**src/hdl/msp_consts.vh**
```
// Constants of the multimode serial port with address recognition.
`ifndef MSP_CONSTS_VH
`define MSP_CONSTS_VH
// Register offsets.
`define MSP_OFS_CTRL 3'h0
`define MSP_OFS_BUF 3'h1
`define MSP_OFS_GADDR 3'h2
`define MSP_OFS_MASK 3'h3
`define MSP_OFS_PWR 3'h4
`define MSP_OFS_RSEL 3'h5
// Control register fields.
`define MSP_CTRL_MHI 7
`define MSP_CTRL_MLO 6
`define MSP_CTRL_AME 5
`define MSP_CTRL_REN 4
`define MSP_CTRL_TXNB 3
`define MSP_CTRL_RXNB 2
`define MSP_CTRL_TXF 1
`define MSP_CTRL_RXF 0
// Power control and rate source fields.
`define MSP_PWR_DBL 7
`define MSP_PWR_FSEL 6
`define MSP_RSEL_RSRC 5
`define MSP_RSEL_TSRC 4
// Reset values.
`define MSP_RST_BYTE 8'h00
// Mode codes.
`define MSP_MODE0 2'h0
`define MSP_MODE1 2'h1
`define MSP_MODE2 2'h2
`define MSP_MODE3 2'h3
// Timing counts: mode 0 cell in clocks, sub-bit positions in ticks, frame lengths in bits.
`define MSP_M0_LAST 4'hb
`define MSP_M0_HALF 4'h6
`define MSP_SUB_LAST 4'hf
`define MSP_SUB_MID 4'h7
`define MSP_BITS_M1 4'ha
`define MSP_BITS_M23 4'hb
`define MSP_BITS_M0 4'h8
`endif

```
**src/hdl/msp_sync.v**
```verilog
// Three-stage input synchroniser with agreement filter.
module msp_sync #(
  parameter RESET_VAL = 1'b1
) (
  input wire i_clk,
  input wire i_arst_n,
  input wire i_d,
  output wire o_q
);
  reg s1_r;
  reg s2_r;
  reg s3_r;
  reg q_r;

  // The output moves only once stages two and three agree, which hides single-cycle glitches.
  always @(posedge i_clk or negedge i_arst_n) begin
    if (!i_arst_n) begin
      s1_r <= RESET_VAL;
      s2_r <= RESET_VAL;
      s3_r <= RESET_VAL;
      q_r <= RESET_VAL;
    end else begin
      s1_r <= i_d;
      s2_r <= s1_r;
      s3_r <= s2_r;
      if (s2_r == s3_r) begin
        q_r <= s3_r;
      end
    end
  end

  assign o_q = q_r;
endmodule // msp_sync

```
**src/hdl/msp_top.v**
```verilog
// Multimode serial port with frame error detection and address recognition.
//
// Chosen here: the register addresses and the plain strobed port.
`include "msp_consts.vh"
module msp_top (
  input wire I_CLK,
  input wire I_ARST_N,
  input wire [2:0] I_ADDR,
  input wire [7:0] I_WDATA,
  input wire I_WR,
  input wire I_RD,
  output wire [7:0] O_RDATA,
  input wire I_T1_OVF,
  input wire I_T2_OVF,
  input wire I_RXD,
  output wire O_RXD,
  output wire O_RXD_OE_N,
  output wire O_TXD,
  output wire O_IRQ
);
  reg [1:0] mode_r;
  reg amen_r;
  reg ren_r;
  reg txnb_r;
  reg rxnb_r;
  reg txf_r;
  reg rxf_r;
  reg ferr_r;
  reg fsel_r;
  reg dbl_r;
  reg tsrc_r;
  reg rsrc_r;
  reg [7:0] gaddr_r;
  reg [7:0] mask_r;
  reg [7:0] rxbuf_r;
  reg [7:0] rdata_r;
  reg t1_half_r;
  reg [1:0] pre_r;
  reg [3:0] ph_r;
  reg tx_busy_r;
  reg [10:0] tx_sh_r;
  reg [3:0] tx_cnt_r;
  reg [3:0] tx_sub_r;
  reg rx_busy_r;
  reg rx_first_r;
  reg [9:0] rx_sh_r;
  reg [3:0] rx_cnt_r;
  reg [3:0] rx_sub_r;
  reg rxd_prev_r;
  wire rxd_f;
  wire ctrl_wr;
  wire buf_wr;
  wire is_m0;
  wire t1_tick;
  wire m2_tick;
  wire tx_tick;
  wire rx_tick;
  wire tx_adv;
  wire tx_done;
  wire rx_fall;
  wire rx_start_a;
  wire rx_start_0;
  wire rx_samp;
  wire rx_done_a;
  wire rx_done_0;
  wire [9:0] rx_shifted;
  reg [7:0] rx_byte;
  reg rx_ninth;
  wire rx_stop;
  wire match;
  wire [7:0] bcast;
  wire accept;
  reg [7:0] rd_mux;
  reg txf_nxt;
  reg rxf_nxt;
  reg ferr_nxt;
  wire rx_t1_tick;

  // The pin is asynchronous, so every use of it goes through the filtered copy.
  msp_sync #(
    .RESET_VAL(1'b1)
  ) u_rxd_sync (
    .i_clk(I_CLK),
    .i_arst_n(I_ARST_N),
    .i_d(I_RXD),
    .o_q(rxd_f)
  );

  assign ctrl_wr = I_WR && (I_ADDR == `MSP_OFS_CTRL);
  assign buf_wr = I_WR && (I_ADDR == `MSP_OFS_BUF);
  assign is_m0 = (mode_r == `MSP_MODE0);

  // Timer1 overflow is halved unless the rate doubling bit is set.
  assign t1_tick = I_T1_OVF && (dbl_r || t1_half_r);
  // Mode 2 sixteenth-bit tick every four clocks, or every two when doubled.
  assign m2_tick = dbl_r ? pre_r[0] : (pre_r == 2'h3);
  // Outside mode 2 each direction picks its own source, so the two rates may differ.
  assign tx_tick = (mode_r == `MSP_MODE2) ? m2_tick : (tsrc_r ? I_T2_OVF : t1_tick);
  assign rx_tick = (mode_r == `MSP_MODE2) ? m2_tick : (rsrc_r ? I_T2_OVF : rx_t1_tick);
  // Mode 3 shares the mode 1 timer path; only the frame length differs.
  assign rx_t1_tick = t1_tick;

  // Mode 0 advances once per twelve clocks; others after sixteen ticks.
  assign tx_adv = tx_busy_r && (is_m0 ? (ph_r == `MSP_M0_LAST)
                  : (tx_tick && (tx_sub_r == `MSP_SUB_LAST)));
  assign tx_done = tx_adv && (tx_cnt_r == 4'h1);

  assign rx_fall = rxd_prev_r && !rxd_f;
  assign rx_start_a = !is_m0 && ren_r && rx_fall && !rx_busy_r;
  assign rx_start_0 = is_m0 && ren_r && !rxf_r && !rx_busy_r && !tx_busy_r && !buf_wr;
  assign rx_samp = rx_busy_r && (is_m0 ? (ph_r == `MSP_M0_LAST)
                   : (rx_tick && (rx_sub_r == `MSP_SUB_MID)));
  assign rx_shifted = {rxd_f, rx_sh_r[9:1]};
  assign rx_done_a = rx_samp && !is_m0 && !rx_first_r && (rx_cnt_r == 4'h1);
  assign rx_done_0 = rx_samp && is_m0 && (rx_cnt_r == 4'h1);

  // Received fields sit at different places of the shifter per frame length.
  always @* begin
    case (mode_r)
      `MSP_MODE0: begin
        rx_byte = rx_shifted[9:2];
        rx_ninth = 1'b0;
      end
      `MSP_MODE1: begin
        rx_byte = rx_shifted[8:1];
        rx_ninth = rx_shifted[9];
      end
      default: begin
        rx_byte = rx_shifted[7:0];
        rx_ninth = rx_shifted[8];
      end
    endcase
  end
  assign rx_stop = rx_shifted[9];

  // Only mask ones take part; the broadcast form compares only its ones.
  assign bcast = gaddr_r | mask_r;
  assign match = (((rx_byte ^ gaddr_r) & mask_r) == 8'h00)
                 || (((rx_byte ^ bcast) & bcast) == 8'h00);
  // A held receive flag blocks the new byte so unread data is not overwritten.
  assign accept = !rxf_r && (!amen_r || ((mode_r == `MSP_MODE1) ? (rx_stop && match)
                  : (rx_ninth && match)));

  // Hardware set wins over a software clear landing in the same cycle.
  always @* begin
    txf_nxt = ctrl_wr ? I_WDATA[`MSP_CTRL_TXF] : txf_r;
    rxf_nxt = ctrl_wr ? I_WDATA[`MSP_CTRL_RXF] : rxf_r;
    ferr_nxt = (ctrl_wr && fsel_r) ? I_WDATA[`MSP_CTRL_MHI] : ferr_r;
    if (tx_done) begin
      txf_nxt = 1'b1;
    end
    // Mode 0 frames bypass the address filter entirely.
    if ((rx_done_a && accept) || rx_done_0) begin
      rxf_nxt = 1'b1;
    end
    if (rx_done_a && !rx_stop) begin
      ferr_nxt = 1'b1;
    end
  end

  always @* begin
    case (I_ADDR)
      `MSP_OFS_CTRL: rd_mux = {(fsel_r ? ferr_r : mode_r[1]), mode_r[0], amen_r, ren_r,
                               txnb_r, rxnb_r, txf_r, rxf_r};
      `MSP_OFS_BUF: rd_mux = rxbuf_r;
      `MSP_OFS_GADDR: rd_mux = gaddr_r;
      `MSP_OFS_MASK: rd_mux = mask_r;
      `MSP_OFS_PWR: rd_mux = {dbl_r, fsel_r, 6'h00};
      `MSP_OFS_RSEL: rd_mux = {2'h0, rsrc_r, tsrc_r, 4'h0};
      default: rd_mux = 8'h00;
    endcase
  end

  // There is no idle gating here: the port runs on every clock edge.
  always @(posedge I_CLK or negedge I_ARST_N) begin
    if (!I_ARST_N) begin
      mode_r <= `MSP_MODE0;
      amen_r <= 1'b0;
      ren_r <= 1'b0;
      txnb_r <= 1'b0;
      rxnb_r <= 1'b0;
      txf_r <= 1'b0;
      rxf_r <= 1'b0;
      ferr_r <= 1'b0;
      fsel_r <= 1'b0;
      dbl_r <= 1'b0;
      tsrc_r <= 1'b0;
      rsrc_r <= 1'b0;
      gaddr_r <= `MSP_RST_BYTE;
      mask_r <= `MSP_RST_BYTE;
      rxbuf_r <= `MSP_RST_BYTE;
      rdata_r <= `MSP_RST_BYTE;
    end else begin
      rdata_r <= I_RD ? rd_mux : 8'h00;
      txf_r <= txf_nxt;
      rxf_r <= rxf_nxt;
      ferr_r <= ferr_nxt;
      if (ctrl_wr) begin
        if (!fsel_r) begin
          mode_r[1] <= I_WDATA[`MSP_CTRL_MHI];
        end
        mode_r[0] <= I_WDATA[`MSP_CTRL_MLO];
        amen_r <= I_WDATA[`MSP_CTRL_AME];
        ren_r <= I_WDATA[`MSP_CTRL_REN];
        txnb_r <= I_WDATA[`MSP_CTRL_TXNB];
      end
      if (I_WR && (I_ADDR == `MSP_OFS_GADDR)) begin
        gaddr_r <= I_WDATA;
      end
      if (I_WR && (I_ADDR == `MSP_OFS_MASK)) begin
        mask_r <= I_WDATA;
      end
      if (I_WR && (I_ADDR == `MSP_OFS_PWR)) begin
        dbl_r <= I_WDATA[`MSP_PWR_DBL];
        fsel_r <= I_WDATA[`MSP_PWR_FSEL];
      end
      if (I_WR && (I_ADDR == `MSP_OFS_RSEL)) begin
        rsrc_r <= I_WDATA[`MSP_RSEL_RSRC];
        tsrc_r <= I_WDATA[`MSP_RSEL_TSRC];
      end
      if (rx_done_0 || (rx_done_a && accept)) begin
        rxbuf_r <= rx_byte;
      end
      if (rx_done_a && accept) begin
        rxnb_r <= (mode_r == `MSP_MODE1) ? rx_stop : rx_ninth;
      end
      // A software write of the ninth bit loses to a received one in the same cycle.
      if (ctrl_wr && !(rx_done_a && accept)) begin
        rxnb_r <= I_WDATA[`MSP_CTRL_RXNB];
      end
    end
  end

  // Rate dividers and mode 0 phase counter.
  always @(posedge I_CLK or negedge I_ARST_N) begin
    if (!I_ARST_N) begin
      t1_half_r <= 1'b0;
      pre_r <= 2'h0;
      ph_r <= 4'h0;
      rxd_prev_r <= 1'b1;
    end else begin
      rxd_prev_r <= rxd_f;
      pre_r <= pre_r + 2'h1;
      if (I_T1_OVF) begin
        t1_half_r <= !t1_half_r;
      end
      // A buffer write restarts the cell so the shift clock always opens low.
      if (!is_m0 || (!tx_busy_r && !rx_busy_r) || (ph_r == `MSP_M0_LAST) || buf_wr) begin
        ph_r <= 4'h0;
      end else begin
        ph_r <= ph_r + 4'h1;
      end
    end
  end

  // Transmitter.
  always @(posedge I_CLK or negedge I_ARST_N) begin
    if (!I_ARST_N) begin
      tx_busy_r <= 1'b0;
      tx_sh_r <= 11'h7ff;
      tx_cnt_r <= 4'h0;
      tx_sub_r <= 4'h0;
    end else if (buf_wr) begin
      // A write during a frame restarts it with the new byte.
      tx_busy_r <= 1'b1;
      tx_sub_r <= 4'h0;
      case (mode_r)
        `MSP_MODE0: begin
          tx_sh_r <= {3'h7, I_WDATA};
          tx_cnt_r <= `MSP_BITS_M0;
        end
        `MSP_MODE1: begin
          tx_sh_r <= {2'h3, I_WDATA, 1'b0};
          tx_cnt_r <= `MSP_BITS_M1;
        end
        default: begin
          tx_sh_r <= {1'b1, txnb_r, I_WDATA, 1'b0};
          tx_cnt_r <= `MSP_BITS_M23;
        end
      endcase
    end else if (tx_busy_r) begin
      if (!is_m0 && tx_tick) begin
        tx_sub_r <= tx_sub_r + 4'h1;
      end
      if (tx_adv) begin
        tx_sh_r <= {1'b1, tx_sh_r[10:1]};
        tx_cnt_r <= tx_cnt_r - 4'h1;
        if (tx_done) begin
          tx_busy_r <= 1'b0;
        end
      end
    end
  end

  // Receiver; in mode 0 the buffer write takes the shared pins over.
  always @(posedge I_CLK or negedge I_ARST_N) begin
    if (!I_ARST_N) begin
      rx_busy_r <= 1'b0;
      rx_first_r <= 1'b0;
      rx_sh_r <= 10'h000;
      rx_cnt_r <= 4'h0;
      rx_sub_r <= 4'h0;
    end else if ((is_m0 && buf_wr) || !ren_r) begin
      rx_busy_r <= 1'b0;
    end else if (rx_start_0) begin
      rx_busy_r <= 1'b1;
      rx_first_r <= 1'b0;
      rx_cnt_r <= `MSP_BITS_M0;
    end else if (rx_start_a) begin
      rx_busy_r <= 1'b1;
      rx_first_r <= 1'b1;
      rx_sub_r <= 4'h0;
      rx_cnt_r <= (mode_r == `MSP_MODE1) ? `MSP_BITS_M1 : `MSP_BITS_M23;
    end else if (rx_busy_r) begin
      if (!is_m0 && rx_tick) begin
        rx_sub_r <= rx_sub_r + 4'h1;
      end
      if (rx_samp) begin
        rx_cnt_r <= rx_cnt_r - 4'h1;
        rx_first_r <= 1'b0;
        if (!rx_first_r) begin
          rx_sh_r <= rx_shifted;
        end
        // A start bit that is high again at mid-bit was noise.
        if ((rx_first_r && rxd_f) || (rx_cnt_r == 4'h1)) begin
          rx_busy_r <= 1'b0;
        end
      end
    end
  end

  // Mode 0 drives data on the receive pin and the shift clock on transmit.
  assign O_RXD_OE_N = !(is_m0 && tx_busy_r);
  assign O_RXD = (is_m0 && tx_busy_r) ? tx_sh_r[0] : 1'b1;
  assign O_TXD = is_m0 ? !((tx_busy_r || rx_busy_r) && (ph_r < `MSP_M0_HALF))
                 : (tx_busy_r ? tx_sh_r[0] : 1'b1);
  // Both flags stay up until software clears them, so the request is a level.
  assign O_IRQ = txf_r || rxf_r;
  assign O_RDATA = rdata_r;
endmodule // msp_top

```
**config.mk**
```make
export PLATFORM = sky130hd
export DESIGN_NAME = msp_top
export DESIGN_NICKNAME = d
export VERILOG_FILES = /design/src/hdl/msp_sync.v /design/src/hdl/msp_top.v
export VERILOG_INCLUDE_DIRS = /design/src /design/src/hdl
export SDC_FILE = /design/constraint.sdc
export NUM_CORES = 1
export LEC_CHECK = 0
export BUFFER_PORTS_ARGS = -buffer_cell sky130_fd_sc_hd__buf_2
export CAP_MARGIN = 20
export CORE_MARGIN = 5
export CORE_UTILIZATION = 49
export CTS_CLUSTER_DIAMETER = 150
export CTS_CLUSTER_SIZE = 20
export DETAILED_ROUTE_END_ITERATION = 7
export HOLD_SLACK_MARGIN = 0.02
export PLACE_DENSITY = 0.77
export SYNTH_ARGS = -nofsm -noshare
export SYNTH_HDL_FRONTEND = slang
export SYNTH_SLANG_ARGS = --single-unit
```
**constraint.sdc**
```tcl
create_clock -name I_CLK -period 3.55 [get_ports I_CLK]
set_input_delay 0 -clock I_CLK [delete_from_list [all_inputs] [get_ports I_CLK]]
set_output_delay 0 -clock I_CLK [all_outputs]
set_load 0.005 [all_outputs]
```
==> qor.csv <==
stage,metric,value,unit
run_status,status,"finished, final reports clean",
sta,tns,0,ns
global_routing,grt_max_degree,67,
clock_tree,clkTransAtPathRegs,0.10,ns
synth,avgSynthCellArea,9.99,µm²
placed_design,placed_cell_area,5560,µm²
setup_path,critPathBufInv,0,
cells_and_area,drive_gt1_frac,0.207,
sta,final.period_utilization,0.800,
clock_tree,cts_sinks,95,
clock_tree,clock_path_buffers,2,
synth,synthTopCellsByArea,"dfrtp_1 (38%), mux2_2 (8.1%), dfstp_2 (7.4%), nand2_1 (4.3%), mux2i_1 (2.8%)",
setup_path,slowest_delay,0.71,ns
cells_and_area,fin_area,5920,µm²
clock_tree,cts_tree,yes,
floorplanning,core_area,10700,µm²
synth,ys_types,59,
drt,drt-vias-per-instance,6.11,
floorplanning,pin_count,30,
floorplanning,die_w,114,µm
sta,rsz0062_at_grt,false,
setup_path,crit_family,simple AND/OR/NAND/NOR gates,
drt,drtPass1Iterations,5,
floorplanning,die_h,114,µm
synth,netlist.area_leader.share,0.377,
flow_run,cap_viol_max_count,0,
cells_and_area,insertedDiodeCount,0,
synth,ys.flop_type,dfrtp_1,
sta,drv_slew,0,
synth,yosysWarnings,0,
worst_hold_path,min_path_type,in2reg,
clock_tree,htree_levels,3,
clock_tree,ctsRootBufferMaster,clkbuf_8,
setup_path,critPathKind,reg2reg,
setup_path,crit_chain,"nor2_2, nand3_1, o21a_1, and2_1, or4b_1, a21o_1",
sta,fmax,352,MHz
setup_path,r2r-start,mode_r[0],
synth,synthArstFlopShare,1.00,
setup_path,crit_fanout,19,
synth,syn-cell-area,5310,µm²
placed_design,portBuffers,29,
power,vdd_ir_drop_max,0.243,mV
synth,ys_seq_elements,95,
floorplanning,die-area,13000,µm²
drt,wirelength,13.5,mm
drt,route.detailed.drc,0,
clock_tree,clock_latency,0.38,ns
power,p_per_area,537,nW/µm²
worst_hold_path,min_from,I_WR,
sta,hold_viol,0,
global_routing,grt-ovfl-total,0,
power,p_leak,0.00256,µW
sta,slew_headroom,0.448,
clock_tree,ctsResizeCount,0,
synth,synth_nets,558,
synth,yosys.area.top_type,dfrtp_1,
cells_and_area,area_growth,11.4,%
clock_tree,cts-buffers-inserted,9,
synth,ys_seq_area_frac,0.451,
placed_design,globalplace.congestion,0.940,
setup_path,crit_arrival,3.12,ns
drt,drtIter0Drc,456,
cells_and_area,fin_nets,585,
drt,antenna_left,0,
setup_path,cp_slowest_cell,nor2_2,
floorplanning,rows,38,
sta,fin_skew,0.0134,ns
synth,synth_edf_count,0,
setup_path,cp-end-kind,register,
placed_design,place_hpwl,9.77,mm
setup_path,startpoint,mode_r[0],
synth,synth_cells,532,
sta,post-route-min-period,2.84,ns
global_routing,grt_pass1_vias,4273,
global_routing,track_usage,0.221,
drt,vias,4300,
setup_path,cp-start-kind,register,
global_routing,grt_first_pass_wirelength,22.6,mm
setup_path,worstPathRequired,3.83,ns
sta,setup_viol,0,
sta,worst_pin_slew,0.827,ns
global_routing,antenna_found_initial,0,
floorplanning,start_util,0.494,
drt,wl_per_cell,19.2,µm
repair_timing:
action | 4_1_cts | 5_1_grt
endpoints found under the setup margin | 0 | 0
hold buffers | 13 | 0
hold endpoints to repair | 100 | 0
setup buffers | 0 | 0
routing by layer:
layer  share of wire  track usage  vias up
met1            0.46        0.321     2131
met2            0.46        0.329      156
met5               0            0        -
li1                -            -     1980
met3           0.061       0.0492       33
met4           0.023       0.0760        0
logic make-up after synthesis:
logic type      share of synthesized area
mux                                 0.133
fa+ha+maj                          0.0207
xor+xnor                           0.0462
simple gates                        0.165
buf+inv                            0.0346
flops                               0.451
compound gates                      0.149
final timing paths:
kind / to / slack [ns] / depth (start not counted)
hold reg to reg: u_rxd_sync.s2_r / 0.37 / 0
min in group asynchronous: pre_r[0] / 0.26 / 2
setup / recovery: tx_busy_r / 0.71 / 6
hold / removal: rsrc_r / 0.05 / 3
setup reg to reg: tx_busy_r / 0.71 / 6
max in group asynchronous: tx_sh_r[9] / 2.35 / 3
per-stage QoR:
| stage | util | hold WS (ns) | worst slack, ns | power [µW] | instances |
|---|---|---|---|---|---|
| after detailed placement | 0.517 | 0.109 | 0.711 | 2350 | 675 |
| after CTS | 0.551 | 0.0308 | 0.718 | 3190 | 704 |
| after floorplan | - | -0.296 | 1.31 | 2080 | 532 |
| after global placement | 0.517 | 0.109 | 0.852 | 2310 | 675 |
| after global routing | 0.551 | 0.0700 | 0.510 | 3380 | 704 |
| final | 0.551 | 0.0533 | 0.709 | 3180 | 704 |
layout make-up:
| class | instances | area, µm² |
|---|---|---|
| timing repair buffer | 48 | 323 |
| clock buffer | 12 | 155 |
| inverter | 12 | 45.0 |
| tap | 140 | 175 |
| multi-input combinational | 393 | 2750 |
| fill | 967 | 4830 |
| clock inverter | 4 | 76.3 |
| sequential | 95 | 2400 |
registers in the layout, summed over array words and instances, names as in the netlist, 8 cells and up:
signal	cells
tx_sh_r	10
rx_sh_r	9
O_RDATA	8
gaddr_r	8
mask_r	8
rxbuf_r	8
power by group:
group | internal (µW) | switching [µW] | total, µW
logic | 380 | 450 | 829
registers | 1290 | 236 | 1520
clock network | 438 | 387 | 825
total | 2100 | 1070 | 3180
cells in the final DEF, fill, tap and decap left out, drive strengths merged, types with 6 or more instances in the layout:
cell | Yosys | routed
nor2b | 10 | 10
xor2 | 17 | 17
mux2 | 39 | 39
a32oi | 7 | 7
a21oi | 24 | 24
a211oi | 8 | 8
o311ai | 8 | 8
nor3 | 13 | 13
xnor2 | 11 | 11
dfrtp | 80 | 80
clkbuf | 22 | 12
o21ai | 20 | 20
o22ai | 7 | 7
nor2 | 34 | 34
nand2 | 61 | 61
buf | 10 | 35
a31oi | 12 | 12
and3 | 6 | 6
mux2i | 15 | 15
inv | 11 | 12
a22oi | 6 | 6
dfstp | 15 | 15
nand3 | 23 | 23
ha | 8 | 8
and2 | 6 | 6
dlygate4sd3 | 0 | 13
worst reg2reg max path, delay by kind of cell (launching register included):
kind	cells	cell delay, ns
AOI/OAI and AO/OA	2	0.36
DFF	1	0.66
and+or+nand+nor	4	1.72
cells in the mapped netlist (all sizes together), types with 3 or more instances:
cell and count:
a211oi 8, xor2 17, buf 10, ha 8, o21ai 20, a32oi 7, and3 6, nand4 5
inv 11, nor2 34, nor3 13, nand2b 3, o21a 4, mux2 39, xnor2 11, dfstp 15
a21oi 24, nand3 23, nand2 61, or3 3, a31oi 12, o2bb2ai 4, mux4 5, o22ai 7
o311ai 8, mux2i 15, or2 3, dfrtp 80, nor4 4, nor2b 10, and2 6, a2bb2oi 3
clkbuf 22, a22oi 6
Power figures use the tool's default switching activity.
